File: config.mk
export PLATFORM = sky130hd
export DESIGN_NAME = lcyc_accum_ctrl
export DESIGN_NICKNAME = d
export VERILOG_FILES = /design/src/hdl/lcyc_pkg.sv /design/src/hdl/lcyc_accum_ctrl.sv
export SDC_FILE = /design/constraint.sdc
export NUM_CORES = 2
export LEC_CHECK = 0
export BUFFER_PORTS_ARGS = -buffer_cell sky130_fd_sc_hd__buf_2
export CORE_UTILIZATION = 50
export CTS_CLUSTER_DIAMETER = 60
export CTS_CLUSTER_SIZE = 28
export DETAILED_ROUTE_END_ITERATION = 16
export PLACE_DENSITY = 0.69
export RECOVER_POWER = 50
export SLEW_MARGIN = 10
export SYNTH_ARGS = -nofsm -noshare
export SYNTH_HDL_FRONTEND = slang
export SYNTH_SLANG_ARGS = --single-unit
File: constraint.sdc
create_clock -name CLK_SYS -period 14.11 [get_ports CLK_SYS]
set_input_delay 2.822 -clock CLK_SYS [delete_from_list [all_inputs] [get_ports CLK_SYS]]
set_output_delay 2.822 -clock CLK_SYS [all_outputs]
set_load 0.05 [all_outputs]
File: src/hdl/lcyc_pkg.sv
// package for the line-cycle energy accumulation control block
// assumes one system clock shared by the block and its power source
package lcyc_pkg;
	// datapath widths
	localparam int ACC_W = 32;
	localparam int PWR_W = 24;
	localparam int CNT_W = 16;
	localparam int NUM_PH = 3;
	localparam int NUM_CLS = 3;
	localparam int ADDR_W = 18;
	localparam int DATA_W = 32;

	// energy classes, index into the accumulator array
	localparam int CLS_ACT = 0;
	localparam int CLS_REACT = 1;
	localparam int CLS_APP = 2;

	// register indices; byte address is four times the index
	localparam logic [15:0] CFG_IDX = 16'he702;
	localparam logic [15:0] HALF_IDX = 16'he710;
	localparam logic [15:0] STAT_IDX = 16'he711;
	localparam logic [15:0] ACC_BASE_IDX = 16'he400;
	localparam int IDX_LSB = 2;

	// reset values
	localparam logic [7:0] CFG_RST = 8'h78;
	localparam logic [CNT_W-1:0] HALF_RST = 16'hffff;

	// configuration register layout, bit 7 down to bit 0
	typedef struct packed {
		logic       power_factor_source_sel; // bit 7
		logic       clear_on_read_en;        // bit 6
		logic [2:0] zero_cross_phase_select; // bits 5:3, c b a
		logic       apparent_linecycle_en;   // bit 2
		logic       reactive_linecycle_en;   // bit 1
		logic       active_linecycle_en;     // bit 0
	} cfg_t;

	typedef logic signed [PWR_W-1:0] pwr_t;
	typedef pwr_t [NUM_CLS-1:0][NUM_PH-1:0] pwr_arr_t;
	typedef logic [ACC_W-1:0] acc_t;
	typedef acc_t [NUM_CLS-1:0][NUM_PH-1:0] acc_arr_t;
	typedef acc_t [NUM_PH-1:0] ph_acc_t;

	// apb request from the master
	typedef struct packed {
		logic              psel;
		logic              penable;
		logic              pwrite;
		logic [ADDR_W-1:0] paddr;
		logic [DATA_W-1:0] pwdata;
	} apb_req_t;

	// apb answer to the master
	typedef struct packed {
		logic              pready;
		logic              pslverr;
		logic [DATA_W-1:0] prdata;
	} apb_rsp_t;

	// power factor operands per phase
	typedef struct packed {
		ph_acc_t num; // active
		ph_acc_t den; // apparent
		logic    upd;
	} pf_t;
endpackage

File: src/hdl/lcyc_accum_ctrl.sv
// line-cycle energy accumulation control with apb register access
// assumes power samples and zero-crossing pulses come from logic on CLK_SYS
`timescale 1ns/1ps
`default_nettype none
module lcyc_accum_ctrl
	import lcyc_pkg::*;
(
	input  wire logic              CLK_SYS,
	input  wire logic              RST_B,
	input  wire lcyc_pkg::apb_req_t APB_REQ,
	output var  lcyc_pkg::apb_rsp_t APB_RSP,
	input  wire logic              POWER_VALID,
	input  wire lcyc_pkg::pwr_arr_t PHASE_POWER,
	input  wire logic [2:0]        ZERO_CROSS,
	output logic [2:0]             LINECYCLE_MODE,
	output logic                   PF_SOURCE_ENERGY,
	output logic                   PERIOD_END,
	output lcyc_pkg::pf_t          POWER_FACTOR
);
	import lcyc_pkg::*;

	// register map, word indices, byte address is four times the index
	// cfg at CFG_IDX: mode bits, phase select, clear on read, pf source
	// half-cycle total at HALF_IDX: sixteen bits, upper bits read zero
	// status at STAT_IDX: running crossing count, read only
	// accumulators from ACC_BASE_IDX: class times three plus phase
	// class order: active, reactive, apparent; phase order: a, b, c
	// writes to accumulators or status are refused with pslverr
	// unmapped indices are refused with pslverr and read as zero
	//
	// bus timing
	// read data is snapshotted at the setup edge and stands until
	// the next setup; the master takes it at the access edge
	// writes land at the access edge, pready is always high
	// back-to-back transfers are fine, there are no wait states
	// a clear on read acts at the access edge, after the snapshot
	//
	// crossing count
	// each cycle adds the number of selected crossing pulses
	// phases whose select bit is clear add nothing
	// two phases selected end a period in half the time
	// a total of zero never ends a period; the count keeps running and wraps
	// writing the total restarts the count from zero
	// the count is held at zero while no line-cycle bit and no
	// energy power factor bit is set, so a later enable starts clean
	//
	// accumulation
	// regular classes add every valid sample, forever
	// line-cycle classes add samples until the period ends, then
	// copy the sum, including that cycle's sample, to the result
	// and start over from zero; reads show the result
	// the period end pulse follows the completing crossing by one
	// cycle, and is the moment results and, with the energy source, power factor operands are fresh
	//
	// clear on read
	// regular classes keep energy accrued between snapshot and the
	// access edge, so a read with clear loses no sample
	// a result cleared in the cycle a new one loads keeps the new one
	// software should leave clear on read off in line-cycle mode,
	// since a read would otherwise wipe a whole period's result
	//
	// power factor operands
	// instantaneous source: each valid sample loads active and
	// apparent powers, with an update pulse one cycle later
	// energy source: each period end loads active and apparent
	// energies; the operands are only meaningful when both of these
	// classes run in line-cycle mode, which is left to software
	//
	// reset
	// synchronous, active low; all sums, results and counts zero
	// config comes back to its documented default, total to all ones
	//
	// hazards
	// power samples and crossings arrive on this clock, unsynchronised
	// a config write in the cycle of a period end uses the old config
	// accumulators wrap silently; software must read them in time
	// the signed samples are sign extended before they are summed

	typedef struct packed {
		cfg_t             cfg;
		logic [CNT_W-1:0] half;
		logic [CNT_W-1:0] zx_cnt;
		acc_arr_t         acc;   // running accumulators
		acc_arr_t         lat;   // line-cycle results
		logic [DATA_W-1:0] rdata;
		logic             period_end;
		pf_t              pf;
	} state_t;

	state_t st_reg;
	state_t st_next;

	logic              setup;
	logic              access;
	logic [15:0]       idx;
	logic              hit_acc;
	logic [1:0]        hit_cls;
	logic [1:0]        hit_ph;
	logic              mapped;
	logic [2:0]        lc_en;
	logic              lc_active;
	logic [1:0]        zx_inc;
	logic [CNT_W:0]    cnt_sum;
	logic              pend;
	acc_arr_t          inc;
	acc_arr_t          sum;
	logic [DATA_W-1:0] rd_val;

	assign setup = APB_REQ.psel & ~APB_REQ.penable;
	assign access = APB_REQ.psel & APB_REQ.penable;
	assign idx = APB_REQ.paddr[IDX_LSB +: 16];
	assign lc_en = {st_reg.cfg.apparent_linecycle_en,
		st_reg.cfg.reactive_linecycle_en,
		st_reg.cfg.active_linecycle_en};
	assign lc_active = (|lc_en) | st_reg.cfg.power_factor_source_sel;

	// address decode of the accumulator window
	always_comb begin
		hit_acc = 1'b0;
		hit_cls = 2'd0;
		hit_ph = 2'd0;
		for (int c = 0; c < NUM_CLS; c++) begin
			for (int p = 0; p < NUM_PH; p++) begin
				if (idx == ACC_BASE_IDX + 16'(c * NUM_PH + p)) begin
					hit_acc = 1'b1;
					hit_cls = 2'(c);
					hit_ph = 2'(p);
				end
			end
		end
	end

	assign mapped = hit_acc | (idx == CFG_IDX) | (idx == HALF_IDX)
		| (idx == STAT_IDX);

	// phase select
	// only crossings of selected phases are counted
	always_comb begin
		zx_inc = 2'd0;
		for (int p = 0; p < NUM_PH; p++) begin
			zx_inc = zx_inc + 2'(ZERO_CROSS[p]
				& st_reg.cfg.zero_cross_phase_select[p]);
		end
	end

	assign cnt_sum = {1'b0, st_reg.zx_cnt} + (CNT_W + 1)'(zx_inc);
	assign pend = lc_active && (st_reg.half != '0) && (zx_inc != 2'd0)
		&& (cnt_sum >= {1'b0, st_reg.half});

	// sign extended increments and running sums
	always_comb begin
		for (int c = 0; c < NUM_CLS; c++) begin
			for (int p = 0; p < NUM_PH; p++) begin
				inc[c][p] = POWER_VALID
					? ACC_W'(signed'(PHASE_POWER[c][p])) : '0;
				sum[c][p] = st_reg.acc[c][p] + inc[c][p];
			end
		end
	end

	// read value mux; line-cycle classes show the latched result
	always_comb begin
		rd_val = '0;
		if (hit_acc) begin
			rd_val = lc_en[hit_cls] ? st_reg.lat[hit_cls][hit_ph]
				: st_reg.acc[hit_cls][hit_ph];
		end else if (idx == CFG_IDX) begin
			rd_val = DATA_W'(st_reg.cfg);
		end else if (idx == HALF_IDX) begin
			rd_val = DATA_W'(st_reg.half);
		end else if (idx == STAT_IDX) begin
			rd_val = DATA_W'(st_reg.zx_cnt);
		end
	end

	// next-state logic
	always_comb begin
		st_next = st_reg;
		st_next.period_end = pend;
		st_next.pf.upd = 1'b0;

		// snapshot read data in the setup cycle
		if (setup) begin
			st_next.rdata = rd_val;
		end

		// register writes take effect at the access edge
		if (access && APB_REQ.pwrite) begin
			if (idx == CFG_IDX) begin
				st_next.cfg = cfg_t'(APB_REQ.pwdata[7:0]);
			end
			if (idx == HALF_IDX) begin
				st_next.half = APB_REQ.pwdata[CNT_W-1:0];
			end
		end

		// zero-crossing counter
		if (!lc_active || (access && APB_REQ.pwrite && idx == HALF_IDX)) begin
			st_next.zx_cnt = '0;
		end else if (pend) begin
			st_next.zx_cnt = '0;
		end else begin
			st_next.zx_cnt = cnt_sum[CNT_W-1:0];
		end

		for (int c = 0; c < NUM_CLS; c++) begin
			for (int p = 0; p < NUM_PH; p++) begin
				// mode select
				// line-cycle classes restart the running sum each period
				if (lc_en[c] && pend) begin
					st_next.lat[c][p] = sum[c][p];
					st_next.acc[c][p] = '0;
				end else begin
					st_next.acc[c][p] = sum[c][p];
				end
			end
		end

		// clear on read
		// regular classes keep energy accrued since the snapshot, so they lose nothing
		if (access && !APB_REQ.pwrite && hit_acc
			&& st_reg.cfg.clear_on_read_en) begin
			if (lc_en[hit_cls]) begin
				if (!pend) begin
					st_next.lat[hit_cls][hit_ph] = '0;
				end
			end else begin
				st_next.acc[hit_cls][hit_ph] =
					sum[hit_cls][hit_ph] - st_reg.rdata;
			end
		end
		// with the bit clear no path above touches the contents

		// power factor operands
		if (st_reg.cfg.power_factor_source_sel) begin
			if (pend) begin
				for (int p = 0; p < NUM_PH; p++) begin
					st_next.pf.num[p] = sum[CLS_ACT][p];
					st_next.pf.den[p] = sum[CLS_APP][p];
				end
				st_next.pf.upd = 1'b1;
			end
		end else if (POWER_VALID) begin
			for (int p = 0; p < NUM_PH; p++) begin
				st_next.pf.num[p] = inc[CLS_ACT][p];
				st_next.pf.den[p] = inc[CLS_APP][p];
			end
			st_next.pf.upd = 1'b1;
		end
	end

	// state register with synchronous reset
	always_ff @(posedge CLK_SYS) begin
		if (!RST_B) begin
			st_reg <= '0;
			st_reg.cfg <= cfg_t'(CFG_RST);
			st_reg.half <= HALF_RST;
		end else begin
			st_reg <= st_next;
		end
	end

	// apb answer: zero wait states, data from the setup snapshot
	always_comb begin
		APB_RSP.pready = 1'b1;
		APB_RSP.pslverr = access & (!mapped
			| (APB_REQ.pwrite & (hit_acc | idx == STAT_IDX)));
		APB_RSP.prdata = st_reg.rdata;
	end

	assign LINECYCLE_MODE = lc_en;
	assign PF_SOURCE_ENERGY = st_reg.cfg.power_factor_source_sel;
	assign PERIOD_END = st_reg.period_end;
	assign POWER_FACTOR = st_reg.pf;
endmodule // lcyc_accum_ctrl
`default_nettype wire

==> summary.txt <==
Outcome
  • Status: complete, but fails checks
  • Failing checks: max-capacitance violations, max-slew violations

Floorplan
  • Die width: 339 um
  • Core Box Area: around 110000 um2
  • I/O pin cnt: 507
  • Row count: approximately 120
  • Die area: 115000 um2
  • Die Height: about 340 um
  • Initial Util: 0.505

Hold path
  • Hold Crit Class: flop to flop
  • Cells on Worst Hold Path: 2

Clock tree
  • Later-pin clock latency in the skew report: 0.73 ns
  • Clk slew on worst S/H paths: 0.08 ns
  • Setup repair bufs after CTS: 0
  • Max H-tree Level: 3
  • TritonCTS buffer count: 90
  • Post-CTS Resized: 0
  • CTS tree: yes
  • CTS Hold Bufs: 0
  • Root buffer selected by CTS: clkbuf_16
  • Clock Tree Buf Depth: 3
  • Clk sink count: around 840

Pwr
  • Leak Pwr: 26.1 nW
  • Maximum vdd drop: 183 uV
  • Pwr/cell area: 146 nW/um2

Timing
  • Worst-Margin Slew: about 3.8 ns
  • Final Hold Fails: 0
  • Slew HR: -1.51
  • Final Setup Violations: 0
  • Setup Skew: 0.0308 ns
  • Final cycle utilization of the critical path: 0.948
  • Setup TNS: 0 ns
  • Fmax: between 70 and 80 MHz
  • RSZ-0062 raised after global routing: no
  • Final worst path period need: 13.38 ns
  • Final-report max-slew violation count: ~570

Final layout
  • Share of layout cells above drive strength 1: 0.0984
  • Area grow syn2layout: 10.3%
  • Fillers: 10800
  • Layout net count: 8227
  • Max reg flops: 612
  • Post-Layout Cell Count: 9208

Global route
  • Largest net degree at the start of global routing: 134
  • GRT overflow: 0
  • Via count of the first global-routing pass: 57100
  • GRT Overall Usage: 0.544
  • Initial antenna violation count: 36
  • First-pass GRT wire length: 444000 um

Worst setup path
  • Critical Path Stages: 15
  • Crit start category: input port
  • Critical path buffers and inverters: 5
  • CP dominant cell by count: clkbuf_1
  • CP max-delay cell: clkbuf_1
  • CP endpoint kind: flop
  • Delay of the slowest critical-path stage: 2.65 ns
  • Crit Path Category: input port to flop
  • CP Data Required Time: ~15 ns
  • Worst Reg2Reg Path Length in Cells: 17
  • Worst-path fanout max: 41
  • Critical-path cell list: clkbuf_1 > nor4b_1 > a21oi_1 > nor2_2 > clkbuf_1 > clkbuf_1 > a2bb2oi_1 > a21boi_0 > clkbuf_1 > or3_1 > clkbuf_1 > nor2_1 > nor2_1 > a22oi_1 > nor2_1
  • Cell family with most CP delay: buffers and inverters
  • Worst EP arrival: 14.02 ns

Synth
  • Post-synthesis cell count: about 7500
  • Post-Syn Nets: 8112
  • Sequential fraction of the synthesis area: 0.296
  • Top FF cell, synth: dfxtp_1
  • Syn Area/Cell: 7.59 um2
  • Yosys warning count: 0
  • Count of different cell masters after synthesis: 94
  • Post-synthesis register bit count: roughly 840
  • Async S/R FF share, synth: 0
  • Post-Syn Area: 56900 um2
  • Number of enable flip-flop cells after synthesis: 0

Place
  • PortBufs: 487
  • Placed insts: around 9000
  • Routability cong.: 1.18
  • HPWL Detailed: roughly 240000 um

Detailed routing
  • DRT antenna net count: 0
  • Vias per cell: between 7 and 8
  • TritonRoute pass-1 iters: 8
  • WL per Instance: ~36 um
  • Number of DRC markers in iteration 0: 11100
  • Final WL: ~330000 um
  • DRC: 0
  • DR vias: 64900

Flow run
  • Number of max-cap violations: 28
## area by class of cell
cell class	count	area [um2]	share of cell area
Timing Repair Buffer	739	4060	0.0647
Tap cell	1500	1880	0.0299
Clock buffer	94	2300	0.0366
Inverter	127	484	0.00771
Antenna cell	26	65.1	0.00104
Multi-Input combinational cell	5812	36300	0.578
Clock inverter	68	832	0.0132
Sequential cell	842	16900	0.268
## tightest hold or removal path, delay by kind of cell, from the launching register on
| family | cells | cell delay [ns] |
|---|---|---|
| and+or+nand+nor | 1 | 0.05 |
| DFF | 1 | 0.31 |
| AOI/OAI and AO/OA | 1 | 0.05 |
## synth_stat cells, types with 37 or more instances
cell / count / share of area
nor3_1: 127 / 0.011
o21bai_1: 37 / 0.0049
a21oi_1: 867 / 0.076
and2_1: 245 / 0.027
mux2i_1: 108 / 0.019
o22ai_1: 108 / 0.012
nand4_1: 46 / 0.0051
xnor2_1: 211 / 0.032
ha_1: 328 / 0.072
o221ai_1: 44 / 0.0068
o21a_1: 40 / 0.0053
nor2b_1: 135 / 0.015
nand3_1: 177 / 0.016
dfxtp_1: 842 / 0.30
o22a_1: 63 / 0.0097
a211oi_1: 89 / 0.012
a221oi_1: 70 / 0.011
and3_1: 42 / 0.0046
a22oi_1: 169 / 0.022
o311a_1: 60 / 0.011
nor2_1: 742 / 0.049
a21o_1: 152 / 0.020
buf_4: 231 / 0.030
nand2b_1: 44 / 0.0048
nand2_1: 957 / 0.063
clkbuf_1: 433 / 0.029
o21ai_0: 279 / 0.025
a31oi_1: 77 / 0.0085
inv_1: 126 / 0.0083
xor2_1: 90 / 0.014
o31ai_1: 64 / 0.0084
o211ai_1: 64 / 0.0084
## metrics by stage
step	cell area [um2]	setup WS, ns	hold slack (ns)	utilization	power [mW]
CTS	63200	3.39	0.452	0.561	8.78
global placement	60000	2.76	0.438	0.533	6.21
finish	62800	0.735	0.455	0.557	9.17
global route	62800	1.32	0.464	0.557	9.21
floorplan	56900	4.70	0.432	-	4.53
detailed placement	60000	2.68	0.443	0.533	6.24
## cells by family (layout without fill, tap and decap cells)
group | count (synthesis) | count (layout) | share of synthesized area
simple gates | 2659 | 2659 | 0.214
compound gates | 2402 | 2402 | 0.276
buf+inv | 843 | 1028 | 0.0718
flops | 842 | 842 | 0.296
fa+ha+maj | 340 | 340 | 0.0763
xor+xnor | 301 | 301 | 0.0463
mux | 109 | 109 | 0.0192
other cells | 1 | 27 | 0.0000659
## per-layer routing
metal,wire [um],part of all wire,global-route usage,up-vias
li1,-,-,-,27100
met1,120000,0.37,0.679,30800
met2,120000,0.37,0.702,5850
met3,59400,0.18,0.295,1174
met4,27600,0.084,0.364,28
met5,670,0.0020,0.0319,-
## report_power, final
part | leakage (nW) | total [mW] | internal [mW] | switching [mW]
combinational | 17.7 | 3.72 | 1.05 | 2.67
clock | 1.53 | 2.62 | 1.37 | 1.24
sequential | 6.88 | 2.83 | 2.55 | 0.276
## cell usage in the layout, fill, tap and decap left out, types with 169 or more instances in the layout
| cell type | count |
|---|---|
| xnor2_1 | 199 |
| a21oi_1 | 866 |
| and2_1 | 244 |
| dfxtp_1 | 841 |
| buf_4 | 223 |
| a22oi_1 | 169 |
| nor2_1 | 734 |
| o21ai_0 | 280 |
| nand3_1 | 177 |
| ha_1 | 328 |
| clkbuf_1 | 255 |
| nand2_1 | 953 |
| buf_2 | 253 |
## worst paths after layout
path,from,to,slack [ns]
setup / recovery,APB_REQ[35],st_reg[717],0.73
hold / removal,st_reg[256],st_reg[256],0.45
setup reg to reg,st_reg[838],st_reg[806],4.21
hold reg to reg,st_reg[256],st_reg[256],0.45
Power figures use the tool's default switching activity.
